[src/fpp_consts.svh]
`ifndef FPP_CONSTS_SVH
`define FPP_CONSTS_SVH

// register byte offsets
`define FPP_A_CTRL     8'h00
`define FPP_A_KEY      8'h04
`define FPP_A_PAGE     8'h08
`define FPP_A_OFFS     8'h0C
`define FPP_A_STLO     8'h10
`define FPP_A_STHI     8'h14
`define FPP_A_ISTAT    8'h18
`define FPP_A_ICLR     8'h1C
`define FPP_A_IEN      8'h20
`define FPP_A_TADDR    8'h24

// flash_control_reg field positions
`define FPP_B_GO       15
`define FPP_B_PERMIT   14
`define FPP_B_FAULT    13
`define FPP_B_ERASE    6
`define FPP_OP_MSB     3
`define FPP_OP_LSB     0

// operation_select codes
`define FPP_OP_CFG     4'h0
`define FPP_OP_ROW     4'h1
`define FPP_OP_PAGE    4'h2
`define FPP_OP_WORD    4'h3
`define FPP_OP_SEC     4'hC
`define FPP_OP_GEN     4'hD
`define FPP_OP_BULK    4'hF

// unlock keys and key tracker states
`define FPP_KEY_1      8'h55
`define FPP_KEY_2      8'hAA
`define FPP_KS_NONE    2'h0
`define FPP_KS_ONE     2'h1
`define FPP_KS_TWO     2'h2

// interrupt status bit positions
`define FPP_S_DONE     0
`define FPP_S_FAULT    1

// table pointer post-increment, one instruction
`define FPP_INC        16'h0002

// timing
`define FPP_CLK_NS     10
`define FPP_ROW_NS     1435000
`define FPP_ERASE_NS   1435000
`define FPP_WORD_NS    1435000
`define FPP_ROW_WORDS  64

`endif

[src/fpp_pkg.sv]
package fpp_pkg;

    typedef enum logic [2:0] {
        FPP_ST_IDLE   = 3'b000,
        FPP_ST_STREAM = 3'b001,
        FPP_ST_ISSUE  = 3'b010,
        FPP_ST_WAIT   = 3'b011
    } fpp_state_t;

    typedef enum logic [3:0] {
        FPP_CMD_NONE  = 4'b0000,
        FPP_CMD_ROW   = 4'b0001,
        FPP_CMD_WORD  = 4'b0010,
        FPP_CMD_PAGE  = 4'b0011,
        FPP_CMD_BULK  = 4'b0100,
        FPP_CMD_GEN   = 4'b0101,
        FPP_CMD_SEC   = 4'b0110,
        FPP_CMD_CFGE  = 4'b0111,
        FPP_CMD_CFGP  = 4'b1000
    } fpp_cmd_t;

endpackage

[src/fpp_latch_mem.sv]
`timescale 1ns/10ps

module fpp_latch_mem #(
    parameter int WIDTH = 24,
    parameter int DEPTH = 64
) (
    // clock and reset
    input  wire logic                     clk_i,
    input  wire logic                     rst_i,
    // write port
    input  wire logic                     we_i,
    input  wire logic [$clog2(DEPTH)-1:0] waddr_i,
    input  wire logic [WIDTH-1:0]         wmask_i,
    input  wire logic [WIDTH-1:0]         wdata_i,
    // read port
    input  wire logic [$clog2(DEPTH)-1:0] raddr_i,
    output logic      [WIDTH-1:0]         rdata_o
);

    logic [WIDTH-1:0] mem_q [DEPTH];

    if (DEPTH < 2 || WIDTH < 1) begin : g_chk
        $error("fpp_latch_mem: bad geometry");
    end

    // array itself has no reset; contents are undefined until loaded
    always_ff @(posedge clk_i) begin
        if (we_i) begin
            mem_q[waddr_i] <= (mem_q[waddr_i] & ~wmask_i) |
                              (wdata_i & wmask_i);
        end
    end

    always_ff @(posedge clk_i) begin
        if (rst_i) begin
            rdata_o <= '0;
        end else begin
            rdata_o <= mem_q[raddr_i];
        end
    end

endmodule

[src/fpp_top.sv]
// Local design decisions: the address map and the Wishbone interface to the registers.
`timescale 1ns/10ps
`include "fpp_consts.svh"

// Function
// software programs one row after page erase
// software saves and merges page before erase
// page erase is op 0010 with erase, permit
// store low latches erase page start address
// keys 0x55 then 0xAA must precede go
// go on erase stalls core, self-clears
// buffer loads low word then high byte
// table stores touch only holding latches
// row program is op 0001, erase clear
// row program stalls core, go self-clears
// software repeats rows across whole page
// software adds two nops, waits time
// software blocks interrupts around unlock
// fault flag on bad sequence or termination
// permit bit clear inhibits all operations
// decode remaining erase and program codes
// control bits reset only on power-on
// go without fresh key pair faults
// row program writes aligned 64-word row
module fpp_top
    import fpp_pkg::*;
#(
    parameter int unsigned ROW_WORDS = `FPP_ROW_WORDS,
    parameter int unsigned ROW_CYC   =
        (`FPP_ROW_NS + `FPP_CLK_NS - 1) / `FPP_CLK_NS,
    parameter int unsigned ERASE_CYC =
        (`FPP_ERASE_NS + `FPP_CLK_NS - 1) / `FPP_CLK_NS,
    parameter int unsigned WORD_CYC  =
        (`FPP_WORD_NS + `FPP_CLK_NS - 1) / `FPP_CLK_NS
) (
    // system
    input  wire logic        clk_i,
    input  wire logic        rst_i,
    input  wire logic        por_i,
    // wishbone slave
    input  wire logic        wb_cyc_i,
    input  wire logic        wb_stb_i,
    input  wire logic        wb_we_i,
    input  wire logic [7:0]  wb_adr_i,
    input  wire logic [3:0]  wb_sel_i,
    input  wire logic [31:0] wb_dat_i,
    output logic             wb_ack_o,
    output logic      [31:0] wb_dat_o,
    // core and interrupt
    output logic             core_stall_o,
    output logic             irq_o,
    // flash array
    output logic             flash_strobe_o,
    output logic      [3:0]  flash_cmd_o,
    output logic      [23:0] flash_addr_o,
    output logic      [23:0] flash_wdata_o
);

    localparam int IDX_W = $clog2(ROW_WORDS);
    localparam int BASE_W = 23 - IDX_W;

    if (ROW_WORDS < 2 || ROW_WORDS > 128 ||
        (1 << IDX_W) != ROW_WORDS ||
        ROW_CYC < 1 || ERASE_CYC < 1 || WORD_CYC < 1) begin : g_chk
        $error("fpp_top: unsupported parameters");
    end

    ////////////////////////////////////////////////////////////////////////

    function automatic logic [31:0] fpp_merge(input logic [31:0] old_v,
                                              input logic [31:0] new_v,
                                              input logic [3:0]  sel);
        logic [31:0] r;
        r = old_v;
        for (int b = 0; b < 4; b++) begin
            if (sel[b]) begin
                r[b*8 +: 8] = new_v[b*8 +: 8];
            end
        end
        return r;
    endfunction

    function automatic fpp_cmd_t fpp_decode(input logic       erase,
                                            input logic [3:0] op);
        fpp_cmd_t c;
        c = FPP_CMD_NONE;
        if (erase) begin
            case (op)
                `FPP_OP_PAGE: c = FPP_CMD_PAGE;
                `FPP_OP_BULK: c = FPP_CMD_BULK;
                `FPP_OP_GEN:  c = FPP_CMD_GEN;
                `FPP_OP_SEC:  c = FPP_CMD_SEC;
                `FPP_OP_CFG:  c = FPP_CMD_CFGE;
                default:      c = FPP_CMD_NONE;
            endcase
        end else begin
            case (op)
                `FPP_OP_ROW:  c = FPP_CMD_ROW;
                `FPP_OP_WORD: c = FPP_CMD_WORD;
                `FPP_OP_CFG:  c = FPP_CMD_CFGP;
                default:      c = FPP_CMD_NONE;
            endcase
        end
        return c;
    endfunction

    function automatic logic [31:0] fpp_cycles(input fpp_cmd_t c);
        logic [31:0] n;
        case (c)
            FPP_CMD_ROW:  n = 32'(ROW_CYC);
            FPP_CMD_WORD: n = 32'(WORD_CYC);
            FPP_CMD_CFGP: n = 32'(WORD_CYC);
            default:      n = 32'(ERASE_CYC);
        endcase
        return n;
    endfunction

    ////////////////////////////////////////////////////////////////////////

    logic             rst_any;
    logic             ack_q;
    logic [31:0]      dat_q;
    logic [31:0]      rd_w;
    logic [7:0]       wadr_w;
    logic             wr_fire;
    logic             go_q;
    logic             permit_q;
    logic             fault_q;
    logic             erase_q;
    logic [3:0]       op_q;
    logic [15:0]      ctrl_rd;
    logic [31:0]      ctrl_new;
    fpp_cmd_t         new_cmd;
    logic             go_try;
    logic             start_w;
    logic             bad_w;
    logic             fin_w;
    logic [1:0]       key_q;
    logic [7:0]       page_q;
    logic [15:0]      offs_q;
    logic [23:0]      taddr_q;
    logic             mem_we;
    logic [23:0]      mem_mask;
    logic [23:0]      mem_rdata;
    fpp_state_t       state_q;
    fpp_cmd_t         cmd_q;
    logic [IDX_W-1:0] idx_q;
    logic [IDX_W-1:0] vidx_q;
    logic [IDX_W:0]   left_q;
    logic             vld_q;
    logic [BASE_W-1:0] base_q;
    logic [31:0]      timer_q;
    logic [1:0]       st_q;
    logic [1:0]       en_q;
    logic [1:0]       st_set;
    logic [7:0]       strb_cnt_q;

    assign rst_any  = rst_i | por_i;
    assign wadr_w   = {wb_adr_i[7:2], 2'b00};
    assign wr_fire  = wb_cyc_i & wb_stb_i & wb_we_i & ack_q;
    assign ctrl_rd  = {go_q, permit_q, fault_q, 6'h00, erase_q, 2'b00, op_q};
    assign ctrl_new = fpp_merge({16'h0000, ctrl_rd}, wb_dat_i, wb_sel_i);
    assign new_cmd  = fpp_decode(ctrl_new[`FPP_B_ERASE],
                                 ctrl_new[`FPP_OP_MSB:`FPP_OP_LSB]);
    assign go_try   = wr_fire & (wadr_w == `FPP_A_CTRL) & ~go_q &
                      ctrl_new[`FPP_B_GO];
    assign start_w  = go_try & (key_q == `FPP_KS_TWO) &
                      ctrl_new[`FPP_B_PERMIT] &
                      (new_cmd != FPP_CMD_NONE);
    assign bad_w    = go_try & ~start_w;
    assign fin_w    = (state_q == FPP_ST_WAIT) && (timer_q == 32'h0000_0001);

    ////////////////////////////////////////////////////////////////////////
    // wishbone: ack one cycle after request, write lands at the ack edge

    always_comb begin
        rd_w = 32'h0000_0000;
        case (wadr_w)
            `FPP_A_CTRL:  rd_w = {16'h0000, ctrl_rd};
            `FPP_A_PAGE:  rd_w = {24'h00_0000, page_q};
            `FPP_A_OFFS:  rd_w = {16'h0000, offs_q};
            `FPP_A_ISTAT: rd_w = {30'h0000_0000, st_q};
            `FPP_A_IEN:   rd_w = {30'h0000_0000, en_q};
            `FPP_A_TADDR: rd_w = {8'h00, taddr_q};
            default:      rd_w = 32'h0000_0000;
        endcase
    end

    always_ff @(posedge clk_i) begin
        if (rst_any) begin
            ack_q <= 1'b0;
            dat_q <= 32'h0000_0000;
        end else begin
            ack_q <= wb_cyc_i & wb_stb_i & ~ack_q;
            if (wb_cyc_i && wb_stb_i && !ack_q) begin
                dat_q <= wb_we_i ? 32'h0000_0000 : rd_w;
            end
        end
    end

    assign wb_ack_o = ack_q;
    assign wb_dat_o = dat_q;

    ////////////////////////////////////////////////////////////////////////
    // flash_control_reg: plain system reset must not wipe it

    always_ff @(posedge clk_i) begin
        if (por_i) begin
            go_q     <= 1'b0;
            permit_q <= 1'b0;
            fault_q  <= 1'b0;
            erase_q  <= 1'b0;
            op_q     <= `FPP_OP_CFG;
        end else if (rst_i) begin
            if (go_q) begin
                go_q    <= 1'b0;
                fault_q <= 1'b1;
            end
        end else begin
            // fields frozen while a cycle runs
            if (wr_fire && wadr_w == `FPP_A_CTRL && !go_q) begin
                permit_q <= ctrl_new[`FPP_B_PERMIT];
                erase_q  <= ctrl_new[`FPP_B_ERASE];
                op_q     <= ctrl_new[`FPP_OP_MSB:`FPP_OP_LSB];
                fault_q  <= ctrl_new[`FPP_B_FAULT];
            end
            if (start_w) begin
                go_q <= 1'b1;
            end
            if (fin_w) begin
                go_q <= 1'b0;
            end
            if (bad_w) begin
                fault_q <= 1'b1;
            end
        end
    end

    ////////////////////////////////////////////////////////////////////////
    // key tracker: any other write in between breaks the pair

    always_ff @(posedge clk_i) begin
        if (rst_any) begin
            key_q <= `FPP_KS_NONE;
        end else if (wr_fire) begin
            if (wadr_w == `FPP_A_KEY && wb_dat_i[7:0] == `FPP_KEY_1) begin
                key_q <= `FPP_KS_ONE;
            end else if (wadr_w == `FPP_A_KEY && key_q == `FPP_KS_ONE &&
                         wb_dat_i[7:0] == `FPP_KEY_2) begin
                key_q <= `FPP_KS_TWO;
            end else begin
                key_q <= `FPP_KS_NONE;
            end
        end
    end

    ////////////////////////////////////////////////////////////////////////
    // table pointer, erase address latch, holding latches

    always_ff @(posedge clk_i) begin
        if (rst_any) begin
            page_q  <= 8'h00;
            offs_q  <= 16'h0000;
            taddr_q <= 24'h00_0000;
        end else if (wr_fire && !go_q) begin
            if (wadr_w == `FPP_A_PAGE) begin
                page_q <= 8'(fpp_merge({24'h00_0000, page_q}, wb_dat_i,
                                       wb_sel_i));
            end
            if (wadr_w == `FPP_A_OFFS) begin
                offs_q <= 16'(fpp_merge({16'h0000, offs_q}, wb_dat_i,
                                        wb_sel_i));
            end
            if (wadr_w == `FPP_A_STLO) begin
                taddr_q <= {page_q, offs_q};
            end
            if (wadr_w == `FPP_A_STHI) begin
                offs_q <= offs_q + `FPP_INC;
            end
        end
    end

    // stores only reach the latches, never the array
    assign mem_we   = wr_fire & ~go_q &
                      ((wadr_w == `FPP_A_STLO) | (wadr_w == `FPP_A_STHI));
    assign mem_mask = (wadr_w == `FPP_A_STLO) ? 24'h00_FFFF : 24'hFF_0000;

    fpp_latch_mem #(
        .WIDTH (24),
        .DEPTH (ROW_WORDS)
    ) u_latch (
        .clk_i   (clk_i),
        .rst_i   (rst_any),
        .we_i    (mem_we),
        .waddr_i (offs_q[IDX_W:1]),
        .wmask_i (mem_mask),
        .wdata_i ({wb_dat_i[7:0], wb_dat_i[15:0]}),
        .raddr_i (idx_q),
        .rdata_o (mem_rdata)
    );

    ////////////////////////////////////////////////////////////////////////
    // sequencer

    always_ff @(posedge clk_i) begin
        if (rst_any) begin
            state_q <= FPP_ST_IDLE;
            cmd_q   <= FPP_CMD_NONE;
            idx_q   <= '0;
            vidx_q  <= '0;
            left_q  <= '0;
            vld_q   <= 1'b0;
            base_q  <= '0;
            timer_q <= 32'h0000_0000;
        end else begin
            case (state_q)
                FPP_ST_IDLE: begin
                    vld_q <= 1'b0;
                    if (start_w) begin
                        cmd_q  <= new_cmd;
                        base_q <= taddr_q[23:IDX_W+1];
                        if (new_cmd == FPP_CMD_ROW) begin
                            idx_q   <= '0;
                            left_q  <= (IDX_W+1)'(ROW_WORDS);
                            state_q <= FPP_ST_STREAM;
                        end else if (new_cmd == FPP_CMD_WORD) begin
                            idx_q   <= taddr_q[IDX_W:1];
                            left_q  <= (IDX_W+1)'(1);
                            state_q <= FPP_ST_STREAM;
                        end else begin
                            state_q <= FPP_ST_ISSUE;
                        end
                    end
                end
                FPP_ST_STREAM: begin
                    // latch read is registered, so words trail by a cycle
                    if (left_q != '0) begin
                        idx_q  <= idx_q + IDX_W'(1);
                        vidx_q <= idx_q;
                        left_q <= left_q - (IDX_W+1)'(1);
                        vld_q  <= 1'b1;
                    end else begin
                        vld_q <= 1'b0;
                    end
                    if (left_q == '0 && !vld_q) begin
                        timer_q <= fpp_cycles(cmd_q);
                        state_q <= FPP_ST_WAIT;
                    end
                end
                FPP_ST_ISSUE: begin
                    timer_q <= fpp_cycles(cmd_q);
                    state_q <= FPP_ST_WAIT;
                end
                FPP_ST_WAIT: begin
                    timer_q <= timer_q - 32'h0000_0001;
                    if (fin_w) begin
                        state_q <= FPP_ST_IDLE;
                    end
                end
                default: state_q <= FPP_ST_IDLE;
            endcase
        end
    end

    always_ff @(posedge clk_i) begin
        if (rst_any) begin
            flash_strobe_o <= 1'b0;
            flash_cmd_o    <= FPP_CMD_NONE;
            flash_addr_o   <= 24'h00_0000;
            flash_wdata_o  <= 24'h00_0000;
            core_stall_o   <= 1'b0;
        end else begin
            flash_strobe_o <= (state_q == FPP_ST_STREAM && vld_q) ||
                              (state_q == FPP_ST_ISSUE);
            flash_cmd_o    <= cmd_q;
            if (state_q == FPP_ST_STREAM) begin
                flash_addr_o  <= {base_q, vidx_q, 1'b0};
                flash_wdata_o <= mem_rdata;
            end else if (state_q == FPP_ST_ISSUE) begin
                flash_addr_o  <= taddr_q;
                flash_wdata_o <= 24'h00_0000;
            end
            core_stall_o <= (go_q | start_w) & ~fin_w;
        end
    end

    ////////////////////////////////////////////////////////////////////////
    // interrupt status: set wins over clear

    assign st_set = {bad_w, fin_w};

    always_ff @(posedge clk_i) begin
        if (rst_any) begin
            st_q  <= 2'b00;
            en_q  <= 2'b00;
            irq_o <= 1'b0;
        end else begin
            if (wr_fire && wadr_w == `FPP_A_ICLR) begin
                st_q <= (st_q & ~wb_dat_i[1:0]) | st_set;
            end else begin
                st_q <= st_q | st_set;
            end
            if (wr_fire && wadr_w == `FPP_A_IEN) begin
                en_q <= 2'(fpp_merge({30'h0000_0000, en_q}, wb_dat_i,
                                     wb_sel_i));
            end
            irq_o <= |(st_q & en_q);
        end
    end

    ////////////////////////////////////////////////////////////////////////

    always_ff @(posedge clk_i) begin
        if (rst_any || start_w) begin
            strb_cnt_q <= 8'h00;
        end else if (flash_strobe_o) begin
            strb_cnt_q <= strb_cnt_q + 8'h01;
        end
    end
endmodule

[config.mk]
export PLATFORM = sky130hd
export DESIGN_NAME = fpp_top
export DESIGN_NICKNAME = d
export VERILOG_FILES = /design/src/fpp_pkg.sv /design/src/fpp_latch_mem.sv /design/src/fpp_top.sv
export VERILOG_INCLUDE_DIRS = /design/src
export SDC_FILE = /design/constraint.sdc
export NUM_CORES = 2
export LEC_CHECK = 0
export ABC_AREA = 1
export ABC_CLOCK_PERIOD_IN_PS = 5600
export BUFFER_PORTS_ARGS = -buffer_cell sky130_fd_sc_hd__buf_2
export CAP_MARGIN = 20
export CORE_MARGIN = 10
export CORE_UTILIZATION = 35
export DETAILED_ROUTE_END_ITERATION = 10
export PLACE_DENSITY = 0.54
export SYNTH_ARGS = -nofsm -noshare
export SYNTH_HDL_FRONTEND = slang
export SYNTH_SLANG_ARGS = --single-unit
[constraint.sdc]
create_clock -name clk_i -period 5.6 [get_ports clk_i]
set_input_delay 0.28 -clock clk_i [delete_from_list [all_inputs] [get_ports clk_i]]
set_output_delay 0.28 -clock clk_i [all_outputs]
set_load 0.005 [all_outputs]
==> After elaboration in Yosys (flattened, before gate mapping) <==
Memory sizes are Yosys's and may differ from the RTL's. A register that Yosys moved wholly into a read port is not among the register bits.
Cells that the tools add are included.
{ "totals": {"register_bits": 226, "mem_bits_rw": 1536, "inputBits": 50, "out_inout_bits": 88, "memories": 1} }
{ "memory_table": {"columns": ["memory", "depth", "width", "read_ports", "rd_ports_with_merged_regs", "write_ports", "line", "source"], "rows": [
  ["u_latch.mem_q", 64, 24, 2, 2, 1, "fpp_latch_mem.sv:20", "logic [WIDTH-1:0] mem_q [DEPTH];"]
]} }
{ "op_classes": {"n_addsub": 4, "n_eq_ne": 31, "n_mux": 47, "bitwise_logic": 31, "n_reduce_logical": 46} }
{ "op_table": {"columns": ["op", "n"], "rows": [
  ["case mux 24 bit (6 select lines)", 1],
  ["two-way mux 24 bit", 5],
  ["case mux 32 bit (3 select lines)", 1],
  ["two-way mux 32 bit", 2],
  ["bitwise AND 24 bit", 2],
  ["two-way mux 6 bit", 6],
  ["two-way mux 7 bit", 5],
  ["equality test 32 x 1 -> 1 bit, second input constant", 1],
  ["two-way mux 16 bit", 2],
  ["subtractor 32 x 1 -> 32 bit, second input constant", 1],
  ["equality test 6 x 3 -> 1 bit, second input constant", 4],
  ["two-way mux 8 bit", 3],
  ["inverter 24 bit", 1],
  ["OR 24 bit", 1],
  ["adder 16 x 2 -> 16 bit, second input constant", 1],
  ["case mux 3 bit (5 select lines)", 1],
  ["AND reduction 3 bit", 5],
  ["bitwise AND 1 bit", 14],
  ["case mux 7 bit (2 select lines)", 1],
  ["logical AND 1 bit", 13],
  ["equality test 4 x 2 -> 1 bit, second input constant", 3],
  ["equality test 4 bit, second input constant", 3],
  ["equality test 6 x 2 -> 1 bit, second input constant", 2],
  ["equality test 6 x 4 -> 1 bit, second input constant", 2],
  ["40 further kinds", 79]
]} }

==> Longest topological paths before layout <==
{ "logic_depth": {"depth_word": 13, "mapped_depth": 16, "depth_no_buf": 16} }

==> By module <==
From an unflattened synthesis, not the netlist that was laid out.
{ "unflattened": {"cells_unflattened": 11406, "area_unflattened_um2": 91098.6} }
{ "modules_own_cells": {"columns": ["mod", "instances", "cells_each", "area_per_inst_um2", "seq_area_each_um2"], "rows": [
  ["fpp_latch_mem", 1, 9996, 81081.5, 46604.7],
  ["fpp_top", 1, 1410, 10017.1, 4344.2]
]} }

==> Worst setup path after synthesis <==
No wires, ideal clock.
{ "synth_timing": {"path_kind": "input -> register", "start": "input wb_adr_i[7]", "end": "memory u_latch.mem_q[0][13] (data pin)", "arrival_time_ns": 3.883, "setup_slack_ns": 1.015, "stages": 8, "n_path_buf": 1, "path_cell_list": "nor2_4 > inv_1 > nor3_1 > inv_1 > nor2_1 > clkinv_1 > clkbuf_1 > o21ai_0"} }
{ "synth_via": {"elab_chain_cells": 5, "elab_cells_between_ends": 6, "cone_classes": "eq/ne: 1; mux: 1; bitwise: 4"} }
{ "synth_lines": {"columns": ["element", "line", "source"], "rows": [
  ["from (decl)", "fpp_top.sv:44", "input wire logic [7:0] wb_adr_i,"],
  ["equality test 6 x 3 -> 1 bit (no source line) (*)", null, null],
  ["two-way mux 24 bit (*)", "fpp_top.sv:286", "assign mem_mask = (wadr_w == `FPP_A_STLO) ? 24'h00_FFFF : 24'hFF_0000;"],
  ["inverter 24 bit", "fpp_latch_mem.sv:29", "mem_q[waddr_i] <= (mem_q[waddr_i] & ~wmask_i) |"],
  ["bitwise AND 24 bit", "fpp_latch_mem.sv:29", null],
  ["OR 24 bit (*)", "fpp_latch_mem.sv:29", null],
  ["to (decl)", "fpp_latch_mem.sv:20", null]
]} }
Mark *: on every way between the ends. The rest lies on a longest branch, timed or not.

==> impl_metrics.yaml <==
route:
  via_count: 73700
  drc_errors: 0
  drtIter0Drc: 9811
  drt_first_pass_iters: 7
  antenna_left: 0
  vias_per_cell: 5.88
  wl_um: 324000
  post_drt_wl_per_cell_um: 25.8
min_path:
  min_path_cells: 5
  min_path_type: "in2reg"
  min_from: "wb_adr_i[4]"
  whs_endpoint: "page_q[7]"
floorplan:
  num_rows: 181
  io_pins: 138
  die_area_sq_um: 265000
  start_util_pct: 35.2
  core_sq_um: 243000
  die_y_um: 515
  die_x_um: 515
critical_path:
  worstSetupPathType: "reg2reg"
  cp-start-kind: "flip-flop"
  critPathSlowestCell: "nand2_2"
  crit_fanout: 64
  crit_chain: "buf_4, o21ai_0, o21ai_0, nand2_1, nand3_1, nand2_1, o21ai_0, nand2_1, nand2_1, nand2_1, nand2_2, buf_4"
  critPathRequiredTime_ps: 6220
  r2r_end: "u_latch.mem_q[6][10]"
  cp.depth: 12
  cpPeakStageDelay_ps: 730
  path_common_cell: "nand2_1"
  crit_family: "simple AND/OR/NAND/NOR gates"
  r2r_cells: 12
  path_buf_inv: 2
  arrival_ps: 5150
  end_kind: "flip-flop"
  rrSetupSlack_ps: 1070
layout:
  fillers: 23500
  multi_input_area_sq_um: 30400
  num-nets-final: 9223
  seqCellArea_sq_um: 51100
  instances_no_fill: 12500
  final_cell_area_sq_um: 97500
  drive_gt1_share_pct: 8.21
  areaGrowthSynthToFinish_pct: 13.7
placed_design:
  port_buffers: 109
  hpwlAfterDp_um: 187000
  dp.cells: 12100
  pre_cts_slack_ps: 1340
  placed_area_sq_um: 90400
  place_congestion: 0.902
sta:
  fin_tns_setup_ps: 0
  fin_ws_ps: 1070
  max_freq_mhz: 221
  fin_worst_skew_ps: 89.7
  slew_headroom_pct: 23.3
  maxSlewViolCount: 0
  setup_viol: 0
  worst_pin_slew_ps: 1150
  period_needed_ps: 4530
  rsz0062_at_grt: "no"
  period_share_pct: 80.9
  hold_viol: 0
global_route:
  grt_pass1_wl_um: 463000
  gr-total-overflow: 0
  grt_max_degree: 197
  grt_usage_pct: 23.2
  grt_antenna_before_repair: 9
  grt_pass1_vias: 68400
synthesis:
  ys_seq_area_share_pct: 59.6
  synth-async-reset-ratio_pct: 0
  synth_cells: 9304
  ys.warnings.count: 0
  ys.flop_type: "edfxtp_1"
  synth-edff-count: 1536
  ys_seq_elements: 1783
  avgSynthCellArea_sq_um: 9.21
  syn-cell-area_sq_um: 85700
  synth_cell_types: 50
clocking:
  clk_latency_ps: 890
  postCtsSetupBuffers: 0
  cts_buffer_depth: 3
  cts.sinks: 1783
  cts.clk_slew.worst_paths_ps: 60
  htree_levels: 4
  numCtsBuffers: 197
  cts_resized: 0
  clockRootBuffer: "clkbuf_16"
  cts_tree: "built"
outcome:
  status: "finished, final reports clean"
power:
  peakVddDrop_mv: 0.328
  power_density_nw_per_um2: 283
  power_leakage_nw: 32.7
flow_run:
  maxCapViolations: 0
==> kinds of logic after synthesis <==
group | after synthesis | share of synthesized area, %
AOI/OAI and AO/OA | 3380 | 20.6
xor gates and xnor gates | 16 | 0.163
adders and majority gates | 10 | 0.146
buffers and inverters | 1274 | 5.86
DFF | 1783 | 59.6
muxes | 1 | 0.0117
other | 1 | 0.00437
and+or+nand+nor | 2839 | 13.7
==> worst min-delay path, cell delays in order <==
cell and delay [ps]:
buf_2 110, inv_1 100, nand3_2 160, nor4_2 120, a21oi_1 140
==> synth_stat cells (all sizes together), types with 88 or more instances <==
cell    count  area [sq um]
a21oi     922          4620
buf       235          1120
clkbuf    496          1860
dfxtp     247          4940
edfxtp   1536         46100
inv       532          2000
nand2    1197          4510
nand3     562          2820
nor2      967          3660
o211ai    197          1480
o21ai    2126         10600
o22ai      88           551
==> layout make-up <==
type	count	share of cell area [%]
Antenna cell	4	0.0103
Clock buffer	257	5.45
Clock inverter	104	1.14
Inverter	543	2.13
Multi-Input combinational cell	6254	31.2
Sequential cell	1783	52.4
Tap cell	3202	4.11
Timing Repair Buffer	384	3.55
==> sequential cells by signal (all words and copies together) (netlist names), 2 cells and up, named ones only <==
name	count
st_q	2
page_q	8
base_q	17
u_latch.mem_q	1536
en_q	2
u_latch.rdata_o	24
left_q	7
flash_addr_o	24
vidx_q	6
timer_q	32
key_q	2
flash_cmd_o	4
idx_q	6
offs_q	16
flash_wdata_o	24
wb_dat_o	24
taddr_q	24
op_q	4
cmd_q	4
state_q	2
==> how the worst max path moves through the flow <==
stage,start,end,slack [ps]
floorplan,wb_adr_i[7],u_latch.mem_q[0][13],1020
global placement,flip-flop,u_latch.mem_q[30][10],1370
detailed placement,flip-flop,u_latch.mem_q[30][10],1340
CTS,flip-flop,u_latch.mem_q[12][10],1290
global route,flip-flop,u_latch.mem_q[49][1],990
finish,flip-flop,u_latch.mem_q[6][10],1070
==> cell usage in the layout (no fill, tap or decap), drive strengths merged, types with 5 or more instances in the layout <==
cell / count
a211oi: 6
a21oi: 922
a22oi: 14
a31oi: 16
buf: 344
bufinv: 13
clkbuf: 257
clkinv: 88
conb: 8
dfxtp: 247
dlygate4sd3: 40
edfxtp: 1536
ha: 10
inv: 542
nand2: 1197
nand3: 562
nand3b: 5
nand4: 65
nor2: 967
nor3: 20
nor4: 13
o211ai: 197
o21ai: 2126
o22ai: 88
xor2: 13
==> power breakdown <==
| part | total, mW | leakage, nW | switching (mW) | internal, mW |
|---|---|---|---|---|
| registers | 14.3 | 15.8 | 0.00265 | 14.3 |
| clock network | 13.0 | 3.13 | 5.68 | 7.33 |
| logic | 0.275 | 13.8 | 0.222 | 0.0530 |
| total | 27.6 | 32.7 | 5.90 | 21.7 |
==> per-layer routing <==
metal	vias to the layer above	GRT usage [%]	wire length, um
met2	4342	35.2	140000
met1	35800	30.5	128000
met5	-	0	17
met4	2	12.3	19300
met3	877	5.85	36900
li1	32700	-	-
==> per-stage QoR <==
| stage | total power, mW | utilization (%) | hold WS (ps) |
|---|---|---|---|
| finish | 27.6 | 40.0 | 67.1 |
| global route | 28.3 | 40.0 | 83.7 |
| CTS | 27.7 | 40.0 | 14.9 |
| detailed placement | 14.8 | 37.2 | 428 |
| global placement | 14.8 | 37.1 | 432 |
| floorplan | 14.7 | - | 349 |
==> timing repair <==
item                                    in CTS  in global routing
endpoints found under the setup margin       0                  0
hold buffers                                40                  0
endpoints found under the hold margin       88                  0
Power figures use the tool's default switching activity.
